--- config.mk ---
export PLATFORM = sky130hd
export DESIGN_NAME = cfo_setup
export DESIGN_NICKNAME = d
export VERILOG_FILES = /design/src/hw/cfo_pkg.sv /design/src/hw/cfo_setup.sv
export VERILOG_INCLUDE_DIRS = /design/src /design/src/hw
export SDC_FILE = /design/constraint.sdc
export NUM_CORES = 1
export LEC_CHECK = 0
export ABC_AREA = 0
export BUFFER_PORTS_ARGS = -buffer_cell sky130_fd_sc_hd__buf_2
export CAP_MARGIN = 20
export CORE_MARGIN = 2
export CORE_UTILIZATION = 45
export CTS_BUF_LIST = sky130_fd_sc_hd__clkbuf_16
export DETAILED_ROUTE_END_ITERATION = 16
export GPL_TIMING_DRIVEN = 0
export PLACE_DENSITY_LB_ADDON = 0.25
export SLEW_MARGIN = 15
export SYNTH_ARGS = -nofsm -noshare
export SYNTH_HDL_FRONTEND = slang
export SYNTH_SLANG_ARGS = --single-unit
--- constraint.sdc ---
create_clock -name clk -period 2.1 [get_ports clk]
set_input_delay 0.21 -clock clk [delete_from_list [all_inputs] [get_ports clk]]
set_output_delay 0.21 -clock clk [all_outputs]
set_load 0.005 [all_outputs]
--- src/hw/cfo_cfg.svh ---
// Constants for the FIFO timing-mode and flag-offset setup block.
//------------------------------------------------------------------
// Summary of operation
// - Timing pin high one clock after master reset release selects standard timing.
// - Standard timing uses empty/full flags; every word needs an explicit read.
// - Timing pin low one clock after master reset release selects fall-through timing.
// - Fall-through uses ready flags; first word into empty FIFO appears unread.
// - Four offsets kept: two for the first FIFO, two for the second.
// - Flag-select pins act the same in both timing modes.
// - Reset release with preset select codes loads 64, 16, 8, 256 or 1024.
// - Select code low-high-low at both resets rising picks serial loading.
// - Both resets with two low selects picks parallel; top select picks parity.
// - First four port A writes load offsets in fixed order, not memory.
// - Plain parity takes offset from contiguous port A bits from bit 0.
// - Interspersed parity takes bits 7..0 and 9 upward, skipping bit 8.
// - After four parallel loads port C input flag rises; normal operation starts.
// - Interspersed parity setup allows only parallel loading, never serial.
// - Serial: one bit per clock while enable low, MSB first, same order.
// - Port A input flag stays low until last serial bit, then rises.
//------------------------------------------------------------------
`ifndef CFO_CFG_SVH
`define CFO_CFG_SVH
// Select codes {fs2, fs1, fs0}.
`define CFO_SEL_P64    3'b111
`define CFO_SEL_P16    3'b110
`define CFO_SEL_P8     3'b101
`define CFO_SEL_P256   3'b011
`define CFO_SEL_P1024  3'b001
`define CFO_SEL_SERIAL 3'b010
`define CFO_SEL_PAR    3'b100
`define CFO_SEL_PARIP  3'b000
// Preset offset values.
`define CFO_VAL_P64    64
`define CFO_VAL_P16    16
`define CFO_VAL_P8     8
`define CFO_VAL_P256   256
`define CFO_VAL_P1024  1024
// Offset width for the deepest memory, and number of offset registers.
`define CFO_OFS_W      13
`define CFO_NUM_OFS    4
// Parity bit skipped in interspersed parity.
`define CFO_PARITY_BIT 8
`endif

--- src/hw/cfo_pkg.sv ---
// Types for the FIFO timing-mode and flag-offset setup block.
package cfo_pkg;
  typedef enum logic [1:0] {CFO_M_PRESET, CFO_M_SERIAL, CFO_M_PAR, CFO_M_PARIP} cfo_method_t;
  typedef enum logic [1:0] {CFO_S_RESET, CFO_S_LOAD, CFO_S_RUN} cfo_state_t;
  typedef struct packed {
    logic fall_through1;
    logic fall_through2;
    logic interleaved_parity_setup;
    logic serial_setup;
    logic parallel_setup;
  } cfo_mode_t;
endpackage : cfo_pkg

--- src/hw/cfo_setup.sv ---
// Reset-time timing-mode select and flag-offset loader for the dual FIFO.
`timescale 1ns/10ps
`default_nettype none
`include "cfo_cfg.svh"
module cfo_setup #(
  parameter int OFS_W = `CFO_OFS_W
) (
  // Clock (port A clock) and synchronous reset.
  input  wire logic              clk,
  input  wire logic              rst_n,
  // Port C clock rising-edge strobe.
  input  wire logic              recv_clk_en,
  // Master resets and setup pins.
  input  wire logic              first_fifo_full_reset_n,
  input  wire logic              second_fifo_full_reset_n,
  input  wire logic              byte_order_timing_select,
  input  wire logic              flag_select2,
  input  wire logic              flag_select1_serial_enable_n,
  input  wire logic              flag_select0_serial_data,
  // Port A write qualifiers and data.
  input  wire logic              port_a_sel_n,
  input  wire logic              port_a_write,
  input  wire logic              port_a_enable,
  input  wire logic              port_a_mailbox,
  input  wire logic              port_a_full_n,
  input  wire logic [35:0]       port_a_data,
  // Offsets, mode and readiness toward the FIFO cores.
  output logic [OFS_W-1:0]       port_b_almost_empty_offset,
  output logic [OFS_W-1:0]       port_a_almost_full_offset,
  output logic [OFS_W-1:0]       port_a_almost_empty_offset,
  output logic [OFS_W-1:0]       port_c_almost_full_offset,
  output cfo_pkg::cfo_mode_t     mode,
  output logic                   first_fifo_cfg_ready,
  output logic                   second_fifo_cfg_ready,
  output logic                   offset_write_steal
);
  localparam int TOT_W = `CFO_NUM_OFS * OFS_W;
  localparam int CNT_W = $clog2(TOT_W + 1);

  //------------------------------------------------------------------
  // Decoding
  //------------------------------------------------------------------
  // Preset lookup, shared by both master resets.
  function automatic logic [OFS_W:0] preset_val(input logic [2:0] code);
    logic [OFS_W:0] r;
    r = '0;
    case (code)
      `CFO_SEL_P64:   r = {1'b1, OFS_W'(`CFO_VAL_P64)};
      `CFO_SEL_P16:   r = {1'b1, OFS_W'(`CFO_VAL_P16)};
      `CFO_SEL_P8:    r = {1'b1, OFS_W'(`CFO_VAL_P8)};
      `CFO_SEL_P256:  r = {1'b1, OFS_W'(`CFO_VAL_P256)};
      `CFO_SEL_P1024: r = {1'b1, OFS_W'(`CFO_VAL_P1024)};
      default:        r = '0;
    endcase
    return r;
  endfunction : preset_val

  //------------------------------------------------------------------
  // State
  //------------------------------------------------------------------
  logic                 first_fifo_full_reset_n_q_reg, second_fifo_full_reset_n_q_reg;
  logic                 pend1_reg, pend1_next, pend2_reg, pend2_next;
  logic                 fwft1_reg, fwft1_next, fwft2_reg, fwft2_next;
  cfo_pkg::cfo_method_t method_reg, method_next;
  cfo_pkg::cfo_state_t  state_reg, state_next;
  logic [TOT_W-1:0]     ofs_reg, ofs_next;
  logic [CNT_W-1:0]     cnt_reg, cnt_next;
  logic                 rdy1_reg, rdy1_next, rdy2_reg, rdy2_next;
  logic                 rise1, rise2, wr_q, par_mode, shift_en;
  logic [2:0]           sel;
  logic [OFS_W:0]       pv;
  logic [OFS_W-1:0]     par_word;

  assign rise1 = first_fifo_full_reset_n & ~first_fifo_full_reset_n_q_reg;
  assign rise2 = second_fifo_full_reset_n & ~second_fifo_full_reset_n_q_reg;
  assign sel   = {flag_select2, flag_select1_serial_enable_n, flag_select0_serial_data};
  assign pv    = preset_val(sel);
  // Ordinary first FIFO write qualification, including the full flag.
  assign wr_q  = ~port_a_sel_n & port_a_write & port_a_enable & ~port_a_mailbox & port_a_full_n;
  assign par_mode = (method_reg == cfo_pkg::CFO_M_PAR) || (method_reg == cfo_pkg::CFO_M_PARIP);
  // Serial shifting exists only for the serial method, never with interspersed parity.
  assign shift_en = (state_reg == cfo_pkg::CFO_S_LOAD) && (method_reg == cfo_pkg::CFO_M_SERIAL)
                    && !flag_select1_serial_enable_n;

  // Offset word from port A; interspersed parity drops the parity bit.
  always_comb
  begin
    if (method_reg == cfo_pkg::CFO_M_PARIP)
      par_word = {port_a_data[OFS_W:`CFO_PARITY_BIT+1], port_a_data[`CFO_PARITY_BIT-1:0]};
    else
      par_word = port_a_data[OFS_W-1:0];
  end

  // While parallel loading, qualified writes go to offsets instead of memory.
  assign offset_write_steal = (state_reg == cfo_pkg::CFO_S_LOAD) && par_mode && wr_q;

  //------------------------------------------------------------------
  // Timing mode select
  //------------------------------------------------------------------
  // The pin is sampled one edge after reset release, so it can share the pin with byte order.
  always_comb
  begin
    pend1_next = pend1_reg;
    pend2_next = pend2_reg;
    fwft1_next = fwft1_reg;
    fwft2_next = fwft2_reg;
    if (!first_fifo_full_reset_n)
      pend1_next = 1'b0;
    else if (rise1)
      pend1_next = 1'b1;
    else if (pend1_reg)
    begin
      pend1_next = 1'b0;
      fwft1_next = ~byte_order_timing_select;
    end
    if (!second_fifo_full_reset_n)
      pend2_next = 1'b0;
    else if (rise2)
      pend2_next = 1'b1;
    else if (pend2_reg && recv_clk_en)
    begin
      pend2_next = 1'b0;
      fwft2_next = ~byte_order_timing_select;
    end
  end

  always_ff @(posedge clk)
  begin
    if (!rst_n)
    begin
      first_fifo_full_reset_n_q_reg <= 1'b1; // Idle-high reset pins must not look like a rise.
      second_fifo_full_reset_n_q_reg <= 1'b1;
      pend1_reg  <= 1'b0;
      pend2_reg  <= 1'b0;
      fwft1_reg  <= 1'b0;
      fwft2_reg  <= 1'b0;
    end
    else
    begin
      first_fifo_full_reset_n_q_reg <= first_fifo_full_reset_n;
      second_fifo_full_reset_n_q_reg <= second_fifo_full_reset_n;
      pend1_reg  <= pend1_next;
      pend2_reg  <= pend2_next;
      fwft1_reg  <= fwft1_next;
      fwft2_reg  <= fwft2_next;
    end
  end

  //------------------------------------------------------------------
  // Offset loading
  //------------------------------------------------------------------
  // Offsets live in one vector ordered {y1, x1, y2, x2}, the serial and parallel order.
  always_comb
  begin
    method_next = method_reg;
    state_next  = state_reg;
    ofs_next    = ofs_reg;
    cnt_next    = cnt_reg;
    rdy1_next   = rdy1_reg;
    rdy2_next   = rdy2_reg;
    if (rise2)
      ofs_next[2*OFS_W-1:0] = pv[OFS_W] ? {2{pv[OFS_W-1:0]}} : '0;
    if (rise1)
    begin
      cnt_next = '0;
      if (pv[OFS_W])
        ofs_next[TOT_W-1:2*OFS_W] = {2{pv[OFS_W-1:0]}};
      method_next = cfo_pkg::CFO_M_PRESET;
      state_next  = cfo_pkg::CFO_S_RUN;
      if (rise2)
      begin
        case (sel)
          `CFO_SEL_SERIAL:
          begin
            method_next = cfo_pkg::CFO_M_SERIAL;
            state_next  = cfo_pkg::CFO_S_LOAD;
          end
          `CFO_SEL_PAR:
          begin
            method_next = cfo_pkg::CFO_M_PAR;
            state_next  = cfo_pkg::CFO_S_LOAD;
          end
          `CFO_SEL_PARIP:
          begin
            method_next = cfo_pkg::CFO_M_PARIP;
            state_next  = cfo_pkg::CFO_S_LOAD;
          end
          default:
            method_next = cfo_pkg::CFO_M_PRESET;
        endcase
      end
    end
    case (state_reg)
      cfo_pkg::CFO_S_LOAD:
      begin
        if (shift_en)
        begin
          ofs_next = {ofs_reg[TOT_W-2:0], flag_select0_serial_data};
          cnt_next = cnt_reg + CNT_W'(1);
          if (cnt_reg == CNT_W'(TOT_W - 1))
          begin
            state_next = cfo_pkg::CFO_S_RUN;
          end
        end
        else if (offset_write_steal)
        begin
          case (cnt_reg[1:0])
            2'd0:    ofs_next[4*OFS_W-1:3*OFS_W] = par_word;
            2'd1:    ofs_next[3*OFS_W-1:2*OFS_W] = par_word;
            2'd2:    ofs_next[2*OFS_W-1:OFS_W]   = par_word;
            default: ofs_next[OFS_W-1:0]         = par_word;
          endcase
          cnt_next = cnt_reg + CNT_W'(1);
          if (cnt_reg == CNT_W'(`CFO_NUM_OFS - 1))
          begin
            state_next = cfo_pkg::CFO_S_RUN;
          end
        end
      end
      cfo_pkg::CFO_S_RUN,
      cfo_pkg::CFO_S_RESET:
        state_next = state_next;
      default:
        state_next = cfo_pkg::CFO_S_RESET;
    endcase
    // Port A readiness: held during serial load, raised one edge after the last bit.
    if (!first_fifo_full_reset_n || rise1)
      rdy1_next = 1'b0;
    else if (state_reg == cfo_pkg::CFO_S_RUN)
      rdy1_next = 1'b1;
    else if (state_reg == cfo_pkg::CFO_S_LOAD && par_mode)
      rdy1_next = 1'b1;
    // Port C readiness waits for the load to end, then the next port C edge.
    if (!second_fifo_full_reset_n || rise1 || rise2)
      rdy2_next = 1'b0;
    else if (state_reg == cfo_pkg::CFO_S_RUN && recv_clk_en)
      rdy2_next = 1'b1;
    if (!first_fifo_full_reset_n)
      state_next = cfo_pkg::CFO_S_RESET;
  end

  always_ff @(posedge clk)
  begin
    if (!rst_n)
    begin
      method_reg <= cfo_pkg::CFO_M_PRESET;
      state_reg  <= cfo_pkg::CFO_S_RESET;
      ofs_reg    <= '0;
      cnt_reg    <= '0;
      rdy1_reg   <= 1'b0;
      rdy2_reg   <= 1'b0;
    end
    else
    begin
      method_reg <= method_next;
      state_reg  <= state_next;
      ofs_reg    <= ofs_next;
      cnt_reg    <= cnt_next;
      rdy1_reg   <= rdy1_next;
      rdy2_reg   <= rdy2_next;
    end
  end

  //------------------------------------------------------------------
  // Outputs
  //------------------------------------------------------------------
  // The four offsets feed the flag comparators of both FIFOs.
  assign port_a_almost_full_offset  = ofs_reg[4*OFS_W-1:3*OFS_W];
  assign port_b_almost_empty_offset = ofs_reg[3*OFS_W-1:2*OFS_W];
  assign port_c_almost_full_offset  = ofs_reg[2*OFS_W-1:OFS_W];
  assign port_a_almost_empty_offset = ofs_reg[OFS_W-1:0];
  // Flag style of each FIFO follows its fall-through bit: ready flags when set, empty/full when clear.
  assign mode.fall_through1            = fwft1_reg;
  assign mode.fall_through2            = fwft2_reg;
  assign mode.interleaved_parity_setup = (method_reg == cfo_pkg::CFO_M_PARIP);
  assign mode.serial_setup             = (method_reg == cfo_pkg::CFO_M_SERIAL);
  assign mode.parallel_setup           = par_mode;
  assign first_fifo_cfg_ready          = rdy1_reg;
  assign second_fifo_cfg_ready         = rdy2_reg;

  //------------------------------------------------------------------
  // Assertions
  //------------------------------------------------------------------
  property p_fall_through_mode_select;
    @(posedge clk) disable iff (!rst_n)
    (pend1_reg && first_fifo_full_reset_n) |=> (fwft1_reg == !$past(byte_order_timing_select));
  endproperty
  a_fall_through_mode_select: assert property (p_fall_through_mode_select) else $error("Timing mode not taken from pin.");

  property p_preset64;
    @(posedge clk) disable iff (!rst_n)
    (rise1 && sel == `CFO_SEL_P64) |=> (port_a_almost_full_offset == OFS_W'(`CFO_VAL_P64))
      && (port_b_almost_empty_offset == OFS_W'(`CFO_VAL_P64));
  endproperty
  a_preset64: assert property (p_preset64) else $error("Preset 64 not loaded.");

  property p_serial_sel;
    @(posedge clk) disable iff (!rst_n)
    (rise1 && rise2 && sel == `CFO_SEL_SERIAL) |=> mode.serial_setup && state_reg == cfo_pkg::CFO_S_LOAD;
  endproperty
  a_serial_sel: assert property (p_serial_sel) else $error("Serial load not selected.");

  property p_par_sel;
    @(posedge clk) disable iff (!rst_n)
    (rise1 && rise2 && sel[1:0] == 2'b00) |=> mode.parallel_setup
      && (mode.interleaved_parity_setup == !$past(flag_select2));
  endproperty
  a_par_sel: assert property (p_par_sel) else $error("Parallel method wrong.");

  property p_par_first;
    @(posedge clk) disable iff (!rst_n)
    (offset_write_steal && cnt_reg == '0 && first_fifo_full_reset_n)
      |=> port_a_almost_full_offset == $past(par_word);
  endproperty
  a_par_first: assert property (p_par_first) else $error("First parallel write missed.");

  property p_steal_qual;
    @(posedge clk) disable iff (!rst_n)
    offset_write_steal |-> port_a_full_n && port_a_enable && port_a_write && !port_a_sel_n && !port_a_mailbox;
  endproperty
  a_steal_qual: assert property (p_steal_qual) else $error("Unqualified offset load.");

  property p_par_hold;
    @(posedge clk) disable iff (!rst_n)
    (state_reg == cfo_pkg::CFO_S_LOAD && par_mode && !rise2
      && !(!port_a_sel_n && port_a_write && port_a_enable && !port_a_mailbox && port_a_full_n)) |=> $stable(ofs_reg);
  endproperty
  a_par_hold: assert property (p_par_hold) else $error("Offset changed without a qualified write.");

  property p_ip_no_serial;
    @(posedge clk) disable iff (!rst_n)
    mode.interleaved_parity_setup |-> !shift_en && !mode.serial_setup;
  endproperty
  a_ip_no_serial: assert property (p_ip_no_serial) else $error("Serial load in parity mode.");

  property p_serial_bit;
    @(posedge clk) disable iff (!rst_n)
    (shift_en && first_fifo_full_reset_n) |=> port_a_almost_empty_offset[0] == $past(flag_select0_serial_data);
  endproperty
  a_serial_bit: assert property (p_serial_bit) else $error("Serial bit not shifted.");

  property p_serial_ready;
    @(posedge clk) disable iff (!rst_n)
    (shift_en && first_fifo_full_reset_n && cnt_reg == CNT_W'(TOT_W - 1)) ##1 first_fifo_full_reset_n
      |-> !first_fifo_cfg_ready ##1 first_fifo_cfg_ready;
  endproperty
  a_serial_ready: assert property (p_serial_ready) else $error("Port A ready timing wrong.");

  property p_load_hold;
    @(posedge clk) disable iff (!rst_n)
    (state_reg == cfo_pkg::CFO_S_LOAD) |-> !second_fifo_cfg_ready;
  endproperty
  a_load_hold: assert property (p_load_hold) else $error("Port C ready during load.");
endmodule : cfo_setup
`default_nettype wire

==> results.md <==
- Clock Latency Late Sink: 0.33 ns
- RR Startpoint: cnt_reg[0]
- PortBufs: 87
- Netlist cell types: 63
- Pre-antenna DRT Iters: 5
- Pins Over Slew Limit: 0
- Post-CTS Hold Buffers: 0
- Initial Utilization: 0.466
- Ys Warns: 0
- Pin count of the biggest net entering global routing: 13
- Register area share after synthesis: 0.387
- Primary FF master, synth: dfxtp_1
- RR Endpoint: ofs_reg[44]
- EDFF count, synth: 0
- Worst Reg2Reg Path Length in Cells: 8
- RSZ-0062 raised after global routing: false
- Dpl ws: -0.00307 ns
- Drt drc: 0
- Max VDD drop: 0.000458 V
- Number of cell rows: 32
- Ports: 110
- Post-synthesis net count: 479
- Post-DP Area: 4180 sq um
- Tot Pwr: 3.18 mW
- Fin cells: 635
- Synth cell count leaders: dfxtp_1, nand2_1, a21oi_1
- WL/cell: 20.0 microns
- Clock skew: 0.00604 ns
- Final Routed Wirelength: 12.7 mm
- Clock Tree Buf Depth: 2
- Hold WC Path Type: input port to register
- CTS buffer count: 9
- Total clock sinks: 70
- Yosys top cell area share: 0.387
- CP max FO: 8
- Dpl cells: 614
- Die X: 93.7 microns
- Required time of the critical path: 2.32 ns
- Worst hold margin: 0.0697 ns
- Max reg flops: 52
- Clock-pin slew on the worst setup and hold paths: 0.06 ns
- Synth top area cells: dfxtp_1, nand2_1, a21oi_1
- CP endpoint kind: register
- Post-DP HPWL: 9.07 mm
- Total GRT Usage: 0.294
- Top-count cell post-synth: dfxtp_1
- Critical path arrival: 2.22 ns
- Worst R2R Setup Slack: 0.10 ns
- Setup ws final: 0.105 ns
- Run status: finished, final reports clean
- CP Capture Point: ofs_reg[44]
- Final period utilization: 0.950
- Layout cells sized above 1: 0.272
- Finished layout cell area: 4560 sq um
- LEAKAGE: 1.82 nW
- Die area: 8770 sq um
- Yosys top cell by area: dfxtp_1
- Slew HR: 0.568
- Endpoints failing setup: 0
- Utilization after layout: 0.587
- Setup TNS: 0 ns
- Power density over the cells: 698 nW/um^2
- Slew @ Worst Pin: 0.648 ns
- Mapped Cells: 425
- Global-route wire length before repair: 20.0 mm
- Setup CP Type: register to register
- Core Area: 7770 sq um
- Remaining global-route overflow: 0
- Iter 0 DRT Violations: 400
- Highest clock rate: 0.501 GHz
- Mapped Area: 3620 sq um
- Final hold violations: 0
- Synth-to-layout area growth: 26.0%
- Layout fillers: 735
- CP startpoint kind: register
- CTS root buf: clkbuf_16
- CP Launch Point: cnt_reg[0]
- Die Height: 93.7 microns
- CTS tree: built
- Mapped Avg Cell Area: 8.51 sq um
- Min Tclk post-route: 2.00 ns
- Vias in the first global route: 3,756
- N_diodes: 0
- Synth Register Bits: 70
- Asr flop ratio synth: 0
- Nets: 582
- Number of H-tree levels: 3
- RD Place Congestion: 0.899
- Vias: 4,045
- Max-cap violations: 0
- Via-to-Cell Ratio: 6.37
- Antenna-violating nets left: 0
- Initial antenna violation count: 0
[layout by cell type, fill, tap and decap left out, types with 4 or more instances in the layout]
cell,n
buf_4,10
o21a_1,4
inv_1,6
nand2_1,56
nor2b_1,7
buf_2,103
nand2b_1,12
dfxtp_1,70
a21oi_1,37
o21ai_0,9
nor2_1,15
mux2_2,4
nand3_1,12
a221oi_1,16
nand4_1,6
o22ai_1,20
a2bb2oi_1,6
o211ai_1,4
clkbuf_16,9
nor3_1,7
ha_1,4
a32o_1,4
o221ai_1,22
clkbuf_1,16
[power breakdown]
part / internal (mW) / switching [mW] / leakage, nW
Clock: 1.03 / 0.588 / 0.157
Combinational: 0.0750 / 0.130 / 1.10
Sequential: 1.34 / 0.0147 / 0.565
Total: 2.45 / 0.733 / 1.82
[layer usage]
metal | track usage | up-vias | part of all wire | routed length (microns)
li1 | - | 1839 | - | -
met1 | 0.385 | 1922 | 0.40 | 5120
met2 | 0.462 | 241 | 0.47 | 5950
met3 | 0.0586 | 43 | 0.086 | 1090
met4 | 0.145 | 0 | 0.041 | 515
met5 | 0 | - | 0 | 0
[kinds of logic (layout without fill, tap and decap cells)]
kind of cell,Yosys count,after routing,share of synthesized area
flops,70,70,0.387
compound gates,157,157,0.317
simple gates,142,142,0.202
buf+inv,45,153,0.0595
fa+ha+maj,4,4,0.0138
xor+xnor,1,1,0.00242
mux,6,6,0.0180
[layout make-up]
class	instances	area (sq um)	share of cell area
Buffer	40	198	0.0433
Tap cell	102	128	0.0280
Clock inverter	7	90.1	0.0198
Clock buffer	9	225	0.0494
Timing Repair Buffer	92	473	0.104
Inverter	5	18.8	0.00412
Multi-Input combinational cell	310	2030	0.444
Sequential cell	70	1400	0.307
[how the worst min path moves through the flow]
stage,start,to,depth (start not counted)
floorplan,byte_order_timing_select,fwft2_reg,1
global placement,byte_order_timing_select,fwft2_reg,2
detailed placement,byte_order_timing_select,fwft2_reg,2
global route,byte_order_timing_select,fwft2_reg,2
CTS,byte_order_timing_select,fwft2_reg,2
finish,byte_order_timing_select,fwft2_reg,2
[timing repair]
action / in CTS / in global routing
resized for setup: 1 / 6
setup endpoints to repair: 1 / 19
buffers inserted: 0 / 5
pin swaps: 0 / 1
endpoints found under the hold margin: 0 / 0
[worst max-delay path, stage by stage, from the launching register on]
cell	delay, ns
dfxtp_1	0.33
inv_1	0.12
ha_1	0.15
and3b_1	0.20
clkbuf_1	0.31
a21oi_4	0.14
nand2b_1	0.15
buf_2	0.17
a221oi_1	0.31
Note: power is estimated with default switching activity, not from simulation.
